==> config.mk <==
export PLATFORM = sky130hd
export DESIGN_NAME = fcbr_host
export DESIGN_NICKNAME = d
export VERILOG_FILES = /design/src/fcbr_pkg.sv /design/src/fcbr_host.sv
export SDC_FILE = /design/constraint.sdc
export NUM_CORES = 1
export LEC_CHECK = 0
export BUFFER_PORTS_ARGS = -buffer_cell sky130_fd_sc_hd__buf_2
export CORE_UTILIZATION = 49
export CTS_BUF_LIST = sky130_fd_sc_hd__clkbuf_4
export CTS_CLUSTER_DIAMETER = 30
export DETAILED_ROUTE_END_ITERATION = 10
export PLACE_DENSITY = 0.69
export SYNTH_ARGS = -nofsm -noshare
export SYNTH_HDL_FRONTEND = slang
export SYNTH_SLANG_ARGS = --single-unit
==> constraint.sdc <==
create_clock -name sys_clk_in -period 2.9 [get_ports sys_clk_in]
set_input_delay 0 -clock sys_clk_in [delete_from_list [all_inputs] [get_ports sys_clk_in]]
set_output_delay 0 -clock sys_clk_in [all_outputs]
set_load 0.01 [all_outputs]
==> src/fcbr_pkg.sv <==
// Purpose: Shared constants for the flash command bus host controller
// Assumes: 200 MHz system clock, byte-wide flash with two bank strobes
// Notes:   Times are kept in their printed unit; cycle counts derive here
package fcbr_pkg;
    localparam int CLK_MHZ            = 200;
    // Chip reset hold: strobes low longer than this time
    localparam int RESET_HOLD_US      = 5;
    localparam int RESET_HOLD_CYC     = RESET_HOLD_US * CLK_MHZ + 1;
    // Command write strobe low width and high recovery, in ns
    localparam int WR_PULSE_NS        = 110;
    localparam int WR_PULSE_CYC       = (WR_PULSE_NS * CLK_MHZ + 999) / 1000;
    localparam int WR_HIGH_NS         = 75;
    localparam int WR_HIGH_CYC        = (WR_HIGH_NS * CLK_MHZ + 999) / 1000;
    // Setup of address and data ahead of strobe fall
    localparam int SETUP_NS           = 10;
    localparam int SETUP_CYC          = (SETUP_NS * CLK_MHZ + 999) / 1000;
    // Write recovery before read and read access time, in ns
    localparam int WR_REC_NS          = 120;
    localparam int WR_REC_CYC         = (WR_REC_NS * CLK_MHZ + 999) / 1000;
    localparam int RD_ACC_NS          = 190;
    localparam int RD_ACC_CYC         = (RD_ACC_NS * CLK_MHZ + 999) / 1000;
    // Byte write completion ceiling for the poll timeout
    localparam int BYTE_WR_MAX_US     = 250;
    localparam int BYTE_WR_MAX_CYC    = BYTE_WR_MAX_US * CLK_MHZ;
    // Busy flag position in the device status register
    localparam int STATUS_BUSY_BIT    = 7;
    localparam int ADDR_W             = 19;
    localparam int CNT_W              = 32;
endpackage
==> src/fcbr_host.sv <==
// Purpose: Host controller driving flash strobes, address and data bus
// Assumes: Single clock; flash data pins are sampled through two flops
// Notes:   One request at a time; busy polling ends on the ready bit or the poll timeout
`timescale 1ns/100ps
module fcbr_host
    import fcbr_pkg::*;
#(
    parameter int RESET_CYC   = RESET_HOLD_CYC,
    parameter int TIMEOUT_CYC = BYTE_WR_MAX_CYC
) (
    input  wire logic              sys_clk_in,
    input  wire logic              nrst_in,
    input  wire logic              req_valid_in,
    input  wire logic              req_write_in,
    input  wire logic              req_poll_in,
    input  wire logic              req_bank_in,
    input  wire logic [ADDR_W-1:0] req_addr_in,
    input  wire logic [7:0]        req_data_in,
    input  wire logic              chip_reset_req_in,
    input  wire logic [7:0]        flash_dq_in,
    output logic                   req_ready_out,
    output logic                   rsp_valid_out,
    output logic [7:0]             rsp_data_out,
    output logic                   rsp_timeout_out,
    output logic [ADDR_W-1:0]      flash_addr_out,
    output logic [7:0]             flash_dq_out,
    output logic                   flash_dq_oe_out,
    output logic                   bank_zero_select_n_out,
    output logic                   bank_one_select_n_out,
    output logic                   flash_oe_n_out,
    output logic                   flash_we_n_out
);
    // Refuse counts that the down-counters cannot hold. A reset hold of
    // zero would make the deliberate chip reset a single-cycle glitch,
    // which the flash would simply ignore.
    initial begin
        if (RESET_CYC < 1 || TIMEOUT_CYC < 1 || TIMEOUT_CYC >= 2**30)
            $error("fcbr_host: bad count parameter");
    end

    // Sequencer states:
    //   S_PRST/S_RHOLD/S_RREC  deliberate chip reset and its recovery
    //   S_WSET/S_WLOW/S_WREC   WE-controlled command write
    //   S_RLOW/S_RDONE         plain read of one byte
    //   S_POLL/S_PCHK          status read repeated until ready
    typedef enum logic [3:0] {
        S_IDLE, S_PRST, S_RHOLD, S_RREC, S_WSET, S_WLOW, S_WREC,
        S_RLOW, S_RDONE, S_POLL, S_PCHK
    } fcbr_state_e;

    // Sequencer state, shared down-counter and poll timeout counter.
    // One counter serves every phase, since phases never overlap.
    fcbr_state_e      state;
    logic [CNT_W-1:0] cnt;
    logic [CNT_W-1:0] tmo;
    logic [7:0]       dq_meta;
    logic [7:0]       dq_sync;
    logic             cur_bank;

    // Count done and busy-flag decode shared by states
    wire cnt_done    = (cnt == '0);
    wire dev_busy    = dq_sync[STATUS_BUSY_BIT];
    wire tmo_done    = (tmo == '0);
    wire sel_zero_n  = cur_bank;
    wire sel_one_n   = ~cur_bank;

    // Two-flop capture of the asynchronous flash data pins
    always_ff @(posedge sys_clk_in) begin
        dq_meta <= flash_dq_in;
        dq_sync <= dq_meta;
    end

    // Main sequencer; OE and WE never fall together, except the chip reset, where bank zero, OE and WE fall together
    always_ff @(posedge sys_clk_in) begin
        if (!nrst_in) begin
            state                  <= S_PRST;
            cnt                    <= CNT_W'(SETUP_CYC);
            tmo                    <= '0;
            cur_bank               <= 1'b0;
            req_ready_out          <= 1'b0;
            rsp_valid_out          <= 1'b0;
            rsp_data_out           <= 8'h00;
            rsp_timeout_out        <= 1'b0;
            flash_addr_out         <= '0;
            flash_dq_out           <= 8'h00;
            flash_dq_oe_out        <= 1'b0;
            bank_zero_select_n_out <= 1'b1;
            bank_one_select_n_out  <= 1'b1;
            flash_oe_n_out         <= 1'b1;
            flash_we_n_out         <= 1'b1;
        end else begin
            rsp_valid_out <= 1'b0;
            if (!cnt_done)
                cnt <= cnt - 1'b1;
            case (state)
                S_IDLE: begin
                    if (chip_reset_req_in) begin
                        req_ready_out <= 1'b0;
                        cnt   <= CNT_W'(SETUP_CYC);
                        state <= S_PRST;
                    end else if (req_valid_in && req_ready_out) begin
                        req_ready_out  <= 1'b0;
                        cur_bank       <= req_bank_in;
                        flash_addr_out <= req_addr_in;
                        flash_dq_out   <= req_data_in;
                        cnt            <= CNT_W'(SETUP_CYC);
                        if (req_write_in) begin
                            flash_dq_oe_out <= 1'b1;
                            state           <= S_WSET;
                        end else begin
                            tmo   <= CNT_W'(TIMEOUT_CYC);
                            state <= req_poll_in ? S_POLL : S_RLOW;
                        end
                    end else begin
                        req_ready_out <= 1'b1;
                    end
                end
                // Deliberate reset: bank zero, OE and WE low together
                S_PRST: if (cnt_done) begin
                    flash_dq_oe_out        <= 1'b0;
                    bank_zero_select_n_out <= 1'b0;
                    flash_oe_n_out         <= 1'b0;
                    flash_we_n_out         <= 1'b0;
                    cnt   <= CNT_W'(RESET_CYC);
                    state <= S_RHOLD;
                end
                S_RHOLD: if (cnt_done) begin
                    bank_zero_select_n_out <= 1'b1;
                    flash_oe_n_out         <= 1'b1;
                    flash_we_n_out         <= 1'b1;
                    cnt   <= CNT_W'(WR_REC_CYC);
                    state <= S_RREC;
                end
                S_RREC: if (cnt_done)
                    state <= S_IDLE;
                // Bank strobe and WE fall together, WE rises first as the controlling edge
                S_WSET: if (cnt_done) begin
                    bank_zero_select_n_out <= sel_zero_n;
                    bank_one_select_n_out  <= sel_one_n;
                    flash_we_n_out         <= 1'b0;
                    cnt   <= CNT_W'(WR_PULSE_CYC);
                    state <= S_WLOW;
                end
                // Address and data stay until recovery ends
                S_WLOW: if (cnt_done) begin
                    flash_we_n_out <= 1'b1;
                    cnt   <= CNT_W'(WR_REC_CYC);
                    state <= S_WREC;
                end
                S_WREC: begin
                    // Bank rises a cycle after WE to keep the hold.
                    // The recovery count also covers the WE high time,
                    // so back-to-back writes never shorten that pulse.
                    bank_zero_select_n_out <= 1'b1;
                    bank_one_select_n_out  <= 1'b1;
                    if (cnt_done) begin
                        flash_dq_oe_out <= 1'b0;
                        rsp_valid_out   <= 1'b1;
                        state           <= S_IDLE;
                    end
                end
                // Plain read or status poll: select and OE low together
                S_RLOW, S_POLL: if (cnt_done) begin
                    bank_zero_select_n_out <= sel_zero_n;
                    bank_one_select_n_out  <= sel_one_n;
                    flash_oe_n_out         <= 1'b0;
                    cnt   <= CNT_W'(RD_ACC_CYC + 2);    // Two for sync flops
                    state <= (state == S_POLL) ? S_PCHK : S_RDONE;
                end
                S_RDONE: if (cnt_done) begin
                    bank_zero_select_n_out <= 1'b1;
                    bank_one_select_n_out  <= 1'b1;
                    flash_oe_n_out         <= 1'b1;
                    rsp_data_out  <= dq_sync;
                    rsp_valid_out <= 1'b1;
                    state         <= S_IDLE;
                end
                // Poll until busy clears; timeout flags a stuck write
                S_PCHK: begin
                    if (!tmo_done)
                        tmo <= tmo - 1'b1;
                    if (cnt_done) begin
                        bank_zero_select_n_out <= 1'b1;
                        bank_one_select_n_out  <= 1'b1;
                        flash_oe_n_out         <= 1'b1;
                        if (!dev_busy || tmo_done) begin
                            rsp_data_out    <= dq_sync;
                            rsp_timeout_out <= dev_busy;
                            rsp_valid_out   <= 1'b1;
                            state           <= S_IDLE;
                        end else begin
                            cnt   <= CNT_W'(WR_REC_CYC);
                            state <= S_POLL;
                        end
                    end
                end
                default: state <= S_IDLE;
            endcase
        end
    end
endmodule

---- After elaboration in Yosys (flattened, before gate mapping) ----
Index checks and enable logic that the tools add are counted.
W data, S select, Z words.
operators by class
  $add $sub $neg .......................... 2
  eq/ne operators ......................... 32
  mux-type cells .......................... 51
  bitwise gates (word level) .............. 2
  reduce and logical (&&, ||, !) cells .... 33
operators by type and width
  operator                 count
  $mux W32                 13
  $pmux W32 S6             1
  $logic_not A32 Y1        2
  $pmux W32 S2             1
  $sub A32 B1 Y32 const B  2
  $mux W4                  12
  $pmux W4 S8              1
  $ne A2 B2 Y1 const B     13
  $mux W8                  3
  $eq A4 B3 Y1 const B     4
  $ne A2 B1 Y1 const B     8
  $pmux W8 S2              1
  $reduce_and A3 Y1        5
  $eq A4 B4 Y1 const B     3
  $mux W1                  12
  $reduce_or A2 Y1         6
  $reduce_or A3 Y1         4
  $reduce_and A5 Y1        2
  $reduce_bool A2 Y1       5
  $eq A4 B2 Y1 const B     2
  $pmux W1 S2              4
  $reduce_and A4 Y1        2
  $reduce_and A8 Y1        1
  $eq A4 B1 Y1 const B     1
  other kinds (11)         12
word-level totals
  register bits after elaboration ......... 128
  input port bits ......................... 42
  output and inout port bits .............. 43
  word-level logic and storage cells ...... 137

---- Depth between registers and ports, before layout ----
Gate-level depths: netlist of run 1.
  depth in word-level cells ............... 5
  gate-level depth with buffers ........... 11
  mapped depth without buffers ............ 11

---- Worst setup path after synthesis of run 1 ----
OpenSTA, ideal clock, no wires.
  path kind ............................... reg2reg
  from .................................... reg cnt[10]
  to ...................................... reg cnt[0]
  data arrival time ....................... 2.450 ns
  data required time ...................... 2.780 ns
  slack ................................... 0.330 ns
  stages on the path, launching flop included .. 11
  buffers on the path ..................... 0
  clock period less this slack ............ 2.570 ns
  cell sequence ........................... dfxtp_1 or4_1 nor3_1 and4_1 inv_1 ha_1 nand2_1 o21ai_0 a22oi_1 o22ai_1 o31a_1
between the ends
  longest elaborated chain between the ends .. 5
  elaborated cells between the ends (all ways) .. 11
RTL lines
  what                                RTL line                            text
  from (decl)                         fcbr_host.sv:54                     logic [CNT_W-1:0] cnt;
  from (signal assigned)              fcbr_host.sv:77                     cnt <= CNT_W'(SETUP_CYC);
  from (signal assigned)              fcbr_host.sv:94                     cnt <= cnt - 1'b1;
  from (signal assigned)              fcbr_host.sv:99                     cnt <= CNT_W'(SETUP_CYC);
  $logic_not A32 Y1 (*)               fcbr_host.sv:61                     wire cnt_done = (cnt == '0);
  $mux W32                            fcbr_host.sv:93                     if (!cnt_done)
  $mux W32, on equally long branches  fcbr_host.sv:186, fcbr_host.sv:101
  $mux W32, on equally long branches  fcbr_host.sv:182, fcbr_host.sv:97
  $pmux W32 S6 (*)                    fcbr_host.sv:95                     case (state)
Mark *: on every way between the ends. The rest lies on a longest branch, timed or not.
A chain may end at the register's enable or synchronous reset.

---- Final worst setup path of run 1 ----
  from .................................... reg tmo[11]
  to ...................................... reg tmo[1]
between the ends
  longest elaborated chain between the ends .. 3
RTL lines
  what                         RTL line          text
  from (decl)                  fcbr_host.sv:55   logic [CNT_W-1:0] tmo;
  from (signal assigned)       fcbr_host.sv:111  tmo <= CNT_W'(TIMEOUT_CYC);
  from (signal assigned)       fcbr_host.sv:181  tmo <= tmo - 1'b1;
  $logic_not A32 Y1            fcbr_host.sv:63   wire tmo_done = (tmo == '0);
  $ne A2 B2 Y1 (no line)       n/a
  $reduce_and A5 Y1 (no line)  n/a
Every way passes these cells.

==> flow_metrics.env, run 1 <==
export IMPL_required_ps=3400
export IMPL_nFillCells=1025
export IMPL_status="completed"
export IMPL_netlist_instances=727
export IMPL_grt_max_degree=52
export IMPL_post_cts_buffers=0
export IMPL_clk_latency_ps=560
export IMPL_tritoncts="done"
export IMPL_reg2reg_slack_ps=190
export IMPL_viasPerCell=5.72
export IMPL_syn_area_mm2=0.00624
export IMPL_worst_pin_slew_ps=838
export IMPL_period_needed_ps=2710
export IMPL_rows=40
export IMPL_die_area_mm2=0.0132
export IMPL_first_pass_iters=6
export IMPL_dpl_hpwl_um=10900
export IMPL_hp_class="input port to flip-flop"
export IMPL_cts_resized=0
export IMPL_grt_pass1_wl_um=27700
export IMPL_placed_area_mm2=0.00692
export IMPL_post_drt_wl_per_cell_um=16.1
export IMPL_synth_area_per_cell_um2=8.58
export IMPL_fmax_ghz=0.369
export IMPL_crit_fanout=11
export IMPL_fp_dieW_um=115
export IMPL_yosysWarnings=0
export IMPL_synth_seq_cells=128
export IMPL_start_util=0.511
export IMPL_max_vdd_ir_drop_mv=0.626
export IMPL_grt_overflow_total=0
export IMPL_power_density_mw_per_mm2=874
export IMPL_io_buffers=84
export IMPL_grt_antenna_before_repair=1
export IMPL_cts_buffers=17
export IMPL_criticalPathCategory="flip-flop to flip-flop"
export IMPL_drive_above_1_share=0.215
export IMPL_final_cell_area_mm2=0.00766
export IMPL_setup_violations=0
export IMPL_layout_commonest_cell="dfxtp_1"
export IMPL_syn_to_final_growth_pct=22.8
export IMPL_max_slew_margin=0.436
export IMPL_pre_cts_ws_ps=208
export IMPL_drt_initial_drc_count=453
export IMPL_worst_setup_path_start_kind="flip-flop"
export IMPL_clock_path_buffers=2
export IMPL_io_pin_count=85
export IMPL_dieHeight_um=115
export IMPL_final_max_slew_viol_count=0
export IMPL_cap_violations=0
export IMPL_wl_um=16800
export IMPL_globalplace_congestion=0.882
export IMPL_grt_pass1_vias=5673
export IMPL_leakage_nw=3.08
export IMPL_finalSetupTns_ps=0
export IMPL_via_count=5961
export IMPL_ant_nets=0
export IMPL_clkTransAtPathRegs_ps=120
export IMPL_root_buffer="clkbuf_4"
export IMPL_layout_setup_ws_ps=191
export IMPL_grt_usage=0.268
export IMPL_ys_flop_type="dfxtp_1"
export IMPL_cp_end_kind="flip-flop"
export IMPL_rsz0062_at_grt="false"
export IMPL_synth_cell_types=70
export IMPL_nets=909
export IMPL_yosysSeqAreaShare=0.411
export IMPL_h_tree_depth=4
export IMPL_min_period_over_period=0.934
export IMPL_final_cell_mix="dfxtp_1 (128), nand2_1 (96), buf_2 (84), a21oi_1 (71), nor2_1 (60)"
export IMPL_async_reset_ff_frac=0
export IMPL_clock_sinks=128
export IMPL_fin_worst_skew_ps=19.3
export IMPL_core_area_mm2=0.0122
export IMPL_synth_nets=775
export IMPL_crit_arrival_ps=3200
export IMPL_hold_violations=0
export IMPL_synth_edf_count=0
export IMPL_drc=0
## what timing repair did
item / CTS / global route
setup endpoints to repair: 0 / 0
endpoints found under the hold margin: 55 / 0
hold buffers: 42 / 0
## sequential cells by signal, summed over array words and instances (netlist names)
signal / cells
bank_one_select_n_out: 1
bank_zero_select_n_out: 1
cnt: 32
cur_bank: 1
dq_meta: 8
dq_sync: 8
flash_addr_out: 19
flash_dq_oe_out: 1
flash_dq_out: 8
flash_oe_n_out: 1
flash_we_n_out: 1
req_ready_out: 1
rsp_data_out: 8
rsp_timeout_out: 1
rsp_valid_out: 1
state: 4
tmo: 32
## final cells by class
cell class,count,area [um2],area share
repair buffers,157,1100,0.143
multi-input cells,546,3430,0.448
well taps,168,210,0.0275
flip-flops and latches,128,2560,0.335
diodes,1,2.50,0.000327
inverters,11,41.3,0.00539
clock buffers,17,128,0.0167
clock inverters,15,185,0.0242
## stage by stage
| step | power [W] | std cells | hold WS, ps | util |
|---|---|---|---|---|
| floorplan | 0.00447 | 727 | 27.7 | - |
| global placement | 0.00524 | 968 | 104 | 0.567 |
| detailed placement | 0.00530 | 968 | 104 | 0.567 |
| CTS | 0.00669 | 1042 | 28.9 | 0.627 |
| global route | 0.00716 | 1043 | 20.3 | 0.627 |
| finish | 0.00669 | 1043 | 75.1 | 0.627 |
## cells in the mapped netlist (5+ instances only)
library cell | number | area (um2)
mux2i_1 | 13 | 130
nand2b_1 | 6 | 37.5
a21oi_1 | 71 | 355
clkbuf_1 | 31 | 116
nor2_2 | 6 | 37.5
xor2_1 | 20 | 175
a22oi_1 | 6 | 45.0
ha_1 | 6 | 75.1
nand2_1 | 96 | 360
nor3_1 | 23 | 115
nand4_1 | 7 | 43.8
nor2_1 | 60 | 225
o21ai_1 | 7 | 35.0
dfxtp_1 | 128 | 2560
o21ai_0 | 21 | 105
o31ai_1 | 12 | 90.1
or4_1 | 16 | 120
nor2_4 | 15 | 169
inv_1 | 10 | 37.5
nor4_1 | 12 | 75.1
nand3_1 | 16 | 80.1
o22ai_1 | 5 | 31.3
xnor2_1 | 17 | 149
nand4b_1 | 8 | 70.1
or3_1 | 19 | 119
a31oi_1 | 10 | 62.6
## metal layers
metal  routed length, um  global-route usage
met1                7480               0.345
met2                8030               0.433
met5                   0                   0
met4                 211              0.0883
met3                1100              0.0791
## critical path, cell delays in order, from the launching register on
cell,delay [ps]
dfxtp_1,380
or4_4,570
or4b_4,590
nor4_4,400
buf_4,260
nor2_2,70
mux2_1,300
nor2_1,80
## power by group
part | switching, W | internal [W]
Clock | 0.000718 | 0.000608
Sequential | 0.000230 | 0.00201
Combinational | 0.00191 | 0.00122
## cells by family (layout without fill, tap and decap cells)
kind of cell | count (synthesis) | after routing | synth area share
xor gates and xnor gates | 37 | 37 | 0.0520
and+or+nand+nor | 323 | 323 | 0.292
DFF | 128 | 128 | 0.411
buffers and inverters | 53 | 200 | 0.0409
other | 0 | 1 | 0
AOI/OAI and AO/OA | 166 | 166 | 0.170
adders and majority gates | 6 | 6 | 0.0120
muxes | 14 | 14 | 0.0227
## path summary, 6_finish.rpt
kind	start	endpoint	cells after the start
min reg2reg	dq_meta[2]$_DFF_P_	dq_sync[2]$_DFF_P_	0
max reg2reg	tmo[11]$_SDFFE_PN0P_	tmo[1]$_SDFFE_PN0P_	7
min	flash_dq_in[3]	dq_meta[3]$_DFF_P_	2
max	tmo[11]$_SDFFE_PN0P_	tmo[1]$_SDFFE_PN0P_	7
Note: power is estimated with default switching activity, not from simulation.
==> inputs of run 2 (changes only) <==
- ABC_AREA: unset -> 1
- BUFFER_PORTS_ARGS: -buffer_cell sky130_fd_sc_hd__buf_2 -> -buffer_cell sky130_fd_sc_hd__buf_4
- PLACE_DENSITY: 0.69 -> 0.68
==> run 2 against run 1 <==
Fmax grew 1.7%. First-iteration DRC count rose by 4.4%. Largest power group unchanged. Setup slack improved by 46 ps. Critical path depth up 3. Sequential power about the same. Power rose by 1.0%. Clock skew shrank 3.5 ps.
==> flow_metrics.env, run 2 <==
export IMPL_hp_class="input port to flip-flop"
export IMPL_utilization=0.629
export IMPL_hold_violations=0
export IMPL_clkTransAtPathRegs_ps=120
export IMPL_switching_power_w=0.00321
export IMPL_required_ps=3350
export IMPL_path_buf_inv=4
export IMPL_pre_cts_ws_ps=650
export IMPL_die_area_mm2=0.0140
export IMPL_final_cell_area_mm2=0.00833
export IMPL_hold_buffers=70
export IMPL_synth_area_leaders="dfxtp_1 (39%), nor2_1 (14%), nand2_1 (13%)"
export IMPL_worst_pin_slew_ps=481
export IMPL_r2r_cells=10
export IMPL_fp_dieW_um=119
export IMPL_crit_fanout=31
export IMPL_cpPeakStageDelay_ps=560
export IMPL_layout_setup_ws_ps=237
export IMPL_drive_above_1_share=0.127
export IMPL_clk_latency_ps=550
export IMPL_cp_end_kind="flip-flop"
export IMPL_combPwrFrac=0.516
export IMPL_viasPerCell=5.07
export IMPL_post_drt_wl_per_cell_um=13.5
export IMPL_globalplace_congestion=0.913
export IMPL_grt_pass1_vias=6547
export IMPL_cp_cell_sequence="nor2_1, nand2_2, nor2_2, inv_1, nor2_2, buf_4, inv_2, nor2_1, nor2_1, dlygate4sd3_1"
export IMPL_slowest_stage="dlygate4sd3_1"
export IMPL_tritoncts="done"
export IMPL_max_slew_margin=0.679
export IMPL_first_pass_iters=5
export IMPL_yosysMostFrequentCell="nor2_1"
export IMPL_yosys_area_top_type_share=0.385
export IMPL_via_count=6916
export IMPL_io_buffers=84
export IMPL_ys_flop_type="dfxtp_1"
export IMPL_rows=42
export IMPL_grt_pass1_wl_um=31300
export IMPL_placed_area_mm2=0.00740
export IMPL_synth_area_per_cell_um2=6.50
export IMPL_dieHeight_um=119
export IMPL_synth_top_family_by_area="simple AND/OR/NAND/NOR gates"
export IMPL_synth_xor_area_frac=0.0474
export IMPL_yosysWarnings=0
export IMPL_grt_antenna_before_repair=1
export IMPL_finalSetupTns_ps=0
export IMPL_synth_cell_types=38
export IMPL_min_from="req_valid_in"
export IMPL_start_util=0.502
export IMPL_grt_overflow_total=0
export IMPL_switching_share=0.475
export IMPL_wl_um=18400
export IMPL_cts_resized=0
export IMPL_post_cts_buffers=0
export IMPL_cts_buffers=17
export IMPL_ant_nets=0
export IMPL_drc=0
export IMPL_crit_arrival_ps=3110
export IMPL_power_frac_clock=0.155
export IMPL_root_buffer="clkbuf_4"
export IMPL_total_power_w=0.00676
export IMPL_clock_sinks=128
export IMPL_share_seq_of_total_power=0.329
export IMPL_max_vdd_ir_drop_mv=0.563
export IMPL_criticalPathCategory="flip-flop to flip-flop"
export IMPL_reg2reg_slack_ps=240
export IMPL_hold_end="cnt[1]$_SDFF_PN1_"
export IMPL_power_density_mw_per_mm2=811
export IMPL_drt_initial_drc_count=473
export IMPL_layout_commonest_cell="nor2_1"
export IMPL_worst_setup_path_start_kind="flip-flop"
export IMPL_fmax_ghz=0.376
export IMPL_dpl_hpwl_um=12300
export IMPL_period_needed_ps=2660
export IMPL_synth_compound_area_share=0.102
export IMPL_yosysTopAreaCell="dfxtp_1"
export IMPL_grt_usage=0.277
export IMPL_netlist_instances=1024
export IMPL_nets=1223
export IMPL_syn_area_mm2=0.00665
export IMPL_grt_max_degree=52
export IMPL_yosysSeqAreaShare=0.385
export IMPL_fin_worst_skew_ps=15.8
export IMPL_final_cell_mix="nor2_1 (252), nand2_1 (228), dfxtp_1 (128), buf_4 (90), inv_1 (89)"
export IMPL_internal_power_w=0.00355
export IMPL_reg_largest_list="cnt x32, tmo x32, flash_addr_out x19"
export IMPL_clock_path_buffers=2
export IMPL_synth_nets=1072
export IMPL_setup_violations=0
export IMPL_io_pin_count=85
export IMPL_holdPathStages=7
export IMPL_rsz0062_at_grt="false"
export IMPL_synthMuxAreaShare=0
export IMPL_synth_simple_area_share=0.376
export IMPL_seq_area_mm2=0.00256
export IMPL_yosys_top_cells_count="nor2_1 (253), nand2_1 (228), dfxtp_1 (128)"
export IMPL_h_tree_depth=4
export IMPL_multi_input_area_mm2=0.00358
export IMPL_worst_path_most_repeated_cell="nor2_1"
export IMPL_crit_family="buffers and inverters"
export IMPL_synth_edf_count=0
export IMPL_synthAdderAreaFrac=0.0113
export IMPL_nFillCells=1213
export IMPL_core_area_mm2=0.0132
export IMPL_status="completed"
export IMPL_timing_rr_start="state[3]$_SDFFE_PN0P_"
export IMPL_leakage_nw=4.27
export IMPL_cap_violations=0
export IMPL_min_period_over_period=0.918
export IMPL_reg2reg_to="flash_dq_out[5]$_SDFFE_PN0P_"
export IMPL_syn_to_final_growth_pct=25.2
export IMPL_async_reset_ff_frac=0
export IMPL_final_max_slew_viol_count=0
export IMPL_synth_seq_cells=128
run 2: cell types whose count changed in the layout (fill, tap and decap cells not counted), sizes merged, moves of 19 or more:
cell and change:
a21oi -24, nor2 +187, nand3 +36, nand2 +136
o21ai +45, dlygate4sd3 +28, inv +84, buf -25
or4 -19, or3 -19
run 2: how the worst max path moves through the flow:
stage	cells after the start	slack, ps	end	from
after floorplan	12	1130	cnt[0]$_SDFF_PN0_	cnt[0]$_SDFF_PN0_
after global placement	11	670	cnt[19]$_SDFF_PN0_	cnt[0]$_SDFF_PN0_
after detailed placement	11	650	cnt[28]$_SDFF_PN0_	cnt[0]$_SDFF_PN0_
after CTS	10	330	cur_bank$_SDFFE_PN0P_	state[3]$_SDFFE_PN0P_
after global routing	10	10	flash_dq_out[5]$_SDFFE_PN0P_	state[3]$_SDFFE_PN0P_
final	10	240	flash_dq_out[5]$_SDFFE_PN0P_	state[3]$_SDFFE_PN0P_
run 2: final cells by class:
type / instances / share of cell area
Timing Repair Buffer: 160 / 0.165
Clock buffer: 18 / 0.0162
Sequential cell: 128 / 0.308
Antenna cell: 1 / 0.000300
Clock inverter: 14 / 0.0113
Tap cell: 176 / 0.0264
Multi-Input combinational cell: 772 / 0.429
Inverter: 96 / 0.0436
run 2: metal layers:
metal  track usage  share of wire  up-vias
met2         0.454           0.46      238
met4        0.0934          0.022        0
li1              -              -     3552
met5             0              0        -
met1         0.354           0.45     3090
met3        0.0700          0.066       36
run 2: tightest hold or removal path, delay by kind of cell:
| kind | cells | cell delay [ps] |
|---|---|---|
| compound gates | 1 | 110 |
| buf+inv | 2 | 180 |
| simple gates | 4 | 280 |
run 2: metrics by stage:
step	hold WS, ps	instances
after floorplan	27.7	1024
after global placement	105	1262
after detailed placement	105	1262
after CTS	12.6	1364
after global routing	27.5	1365
final	61.8	1365
run 2: power by group through the flow:
stage | Clock (W) | Sequential [W] | Combinational, W
2_1_floorplan | 0 | 0.00221 | 0.00266
3_3_place_gp | 0 | 0.00226 | 0.00335
3_5_place_dp | 0 | 0.00226 | 0.00336
4_1_cts | 0.00108 | 0.00222 | 0.00344
5_1_grt | 0.00117 | 0.00225 | 0.00399
6_report | 0.00105 | 0.00222 | 0.00348
run 2: cells by family (layout without fill, tap and decap cells):
family                   after synthesis  after routing
AND/OR/NAND/NOR                      601            601
AO/OA/AOI/OAI                        129            129
flip-flops                           128            128
buffers and inverters                124            288
XOR/XNOR                              36             36
adder cells (fa/ha/maj)                6              6
other                                  0              1
==> inputs of run 3 (changes only) <==
--- a/config.mk
+++ b/config.mk
@@ -8,9 +8,9 @@
 export ABC_AREA = 1
 export BUFFER_PORTS_ARGS = -buffer_cell sky130_fd_sc_hd__buf_4
-export CORE_UTILIZATION = 49
+export CORE_UTILIZATION = 50
 export CTS_BUF_LIST = sky130_fd_sc_hd__clkbuf_4
 export CTS_CLUSTER_DIAMETER = 30
 export DETAILED_ROUTE_END_ITERATION = 10
-export PLACE_DENSITY = 0.68
+export PLACE_DENSITY = 0.69
 export SYNTH_ARGS = -nofsm -noshare
 export SYNTH_HDL_FRONTEND = slang
==> constraint.sdc (replaced) <==
create_clock -name sys_clk_in -period 2.9 [get_ports sys_clk_in]
set_input_delay 0.58 -clock sys_clk_in [delete_from_list [all_inputs] [get_ports sys_clk_in]]
set_output_delay 0.58 -clock sys_clk_in [all_outputs]
set_load 0.01 [all_outputs]
==> run 3 against run 2 <==
Die area shrank 2.0%. Via count shrank 5.1%. Cell count shrank 5.2%. Sequential share of layout area grew 2.6 points. Cell area shrank 7.8%. Setup slack gained 470 ps. First-iteration DRC count grew 8.9%. Utilization shrank 2.8 points. Critical endpoint is now cnt[28]$_SDFF_PN0_. Highest routed layer unchanged.
==> flow_metrics.env, run 3 (same netlist as run 2, synthesis figures left out) <==
export IMPL_seq_area_mm2=0.00256
export IMPL_dieHeight_um=117
export IMPL_clock_path_buffers=2
export IMPL_h_tree_depth=4
export IMPL_grt_pass1_vias=6200
export IMPL_period_needed_ps=2190
export IMPL_multi_input_area_mm2=0.00358
export IMPL_syn_to_final_growth_pct=15.5
export IMPL_cts_resized=0
export IMPL_required_ps=3360
export IMPL_worst_pin_slew_ps=703
export IMPL_io_buffers=84
export IMPL_grt_max_degree=51
export IMPL_cp_cell_sequence="inv_1, ha_1, nand3_1, nor2_1, nand2_1, nor2_4, inv_1, o21ai_2, nand3b_4, nand2_1, inv_1"
export IMPL_grt_usage=0.260
export IMPL_nFillCells=1283
export IMPL_criticalPathCategory="flip-flop to flip-flop"
export IMPL_finalSetupTns_ps=0
export IMPL_clkTransAtPathRegs_ps=130
export IMPL_leakage_nw=3.94
export IMPL_die_area_mm2=0.0138
export IMPL_rows=41
export IMPL_max_slew_margin=0.529
export IMPL_worst_path_most_repeated_cell="inv_1"
export IMPL_reg_largest_list="cnt x32, tmo x32, flash_addr_out x19"
export IMPL_tritoncts="done"
export IMPL_wl_um=16900
export IMPL_globalplace_congestion=0.929
export IMPL_via_count=6564
export IMPL_core_area_mm2=0.0128
export IMPL_viasPerCell=5.07
export IMPL_rsz0062_at_grt="false"
export IMPL_start_util=0.521
export IMPL_final_max_slew_viol_count=0
export IMPL_first_pass_iters=7
export IMPL_clk_latency_ps=560
export IMPL_root_buffer="clkbuf_4"
export IMPL_dpl_hpwl_um=12300
export IMPL_grt_antenna_before_repair=1
export IMPL_fin_worst_skew_ps=22.5
export IMPL_post_cts_buffers=0
export IMPL_layout_commonest_cell="nor2_1"
export IMPL_grt_pass1_wl_um=29200
export IMPL_io_pin_count=85
export IMPL_cp_end_kind="flip-flop"
export IMPL_max_vdd_ir_drop_mv=0.468
export IMPL_worst_setup_path_start_kind="flip-flop"
export IMPL_pre_cts_ws_ps=724
export IMPL_status="completed"
export IMPL_layout_setup_ws_ps=710
export IMPL_ant_nets=0
export IMPL_nets=1156
export IMPL_cpPeakStageDelay_ps=370
export IMPL_drive_above_1_share=0.140
export IMPL_slowest_stage="dfxtp_1"
export IMPL_crit_arrival_ps=2650
export IMPL_min_period_over_period=0.755
export IMPL_cap_violations=0
export IMPL_fp_dieW_um=117
export IMPL_crit_fanout=22
export IMPL_hold_buffers=0
export IMPL_drt_initial_drc_count=515
export IMPL_hp_class="input port to flip-flop"
export IMPL_clock_sinks=128
export IMPL_post_drt_wl_per_cell_um=13.1
export IMPL_utilization=0.602
export IMPL_power_density_mw_per_mm2=883
export IMPL_hold_ws_ps=110
export IMPL_fmax_ghz=0.457
export IMPL_cts_buffers=17
export IMPL_setup_violations=0
export IMPL_hold_violations=0
export IMPL_grt_overflow_total=0
export IMPL_final_cell_mix="nor2_1 (252), nand2_1 (228), dfxtp_1 (128), buf_4 (93), inv_1 (89)"
export IMPL_total_power_w=0.00678
export IMPL_drc=0
[run 3: cell types whose count changed in the layout (fill, tap and decap cells not counted)]
cell	change
dlygate4sd3_1	-70
clkinv_4	-1
inv_6	+4
clkinv_2	-1
clkinvlp_4	-3
inv_8	+5
buf_4	+3
clkinv_1	-3
clkbuf_4	-1
[run 3: layout make-up]
| type | instances | share of cell area |
|---|---|---|
| multi-input combinational | 772 | 0.466 |
| sequential | 128 | 0.333 |
| timing repair buffer | 93 | 0.0909 |
| inverter | 96 | 0.0472 |
| tap | 172 | 0.0280 |
| clock inverter | 15 | 0.0179 |
| clock buffer | 17 | 0.0166 |
| antenna | 1 | 0.000326 |
[run 3: per-layer routing]
layer | part of all wire | track usage
met3 | 0.069 | 0.0768
met5 | 0 | 0
met1 | 0.47 | 0.340
met4 | 0.014 | 0.0812
met2 | 0.44 | 0.411
[run 3: where the power goes]
group	leakage (nW)	switching [W]	internal (W)	total (W)
Combinational	2.75	0.00222	0.00116	0.00338
Clock	0.144	0.000800	0.000382	0.00118
Sequential	1.04	0.000222	0.00200	0.00222
[run 3: per-stage QoR]
| stage | area [um2] | instances |
|---|---|---|
| global placement | 7420 | 1261 |
| finish | 7680 | 1294 |
| floorplan | 6650 | 1024 |
| CTS | 7680 | 1293 |
| detailed placement | 7420 | 1261 |
| global route | 7680 | 1294 |
[run 3: final timing paths]
path	from	endpoint	slack [ps]	depth (start not counted)
min	flash_dq_in[1]	dq_meta[1]$_DFF_P_	110	1
min reg2reg	dq_meta[7]$_DFF_P_	dq_sync[7]$_DFF_P_	330	0
max	cnt[0]$_SDFF_PN0_	cnt[28]$_SDFF_PN0_	710	11
max reg2reg	cnt[0]$_SDFF_PN0_	cnt[28]$_SDFF_PN0_	710	11
[run 3: critical path: cells and delay by family, from the launching register on]
kind / cells / cell delay [ps]
AOI/OAI and AO/OA: 1 / 150
adders and majority gates: 1 / 210
buffers and inverters: 3 / 400
DFF: 1 / 370
and+or+nand+nor: 6 / 950
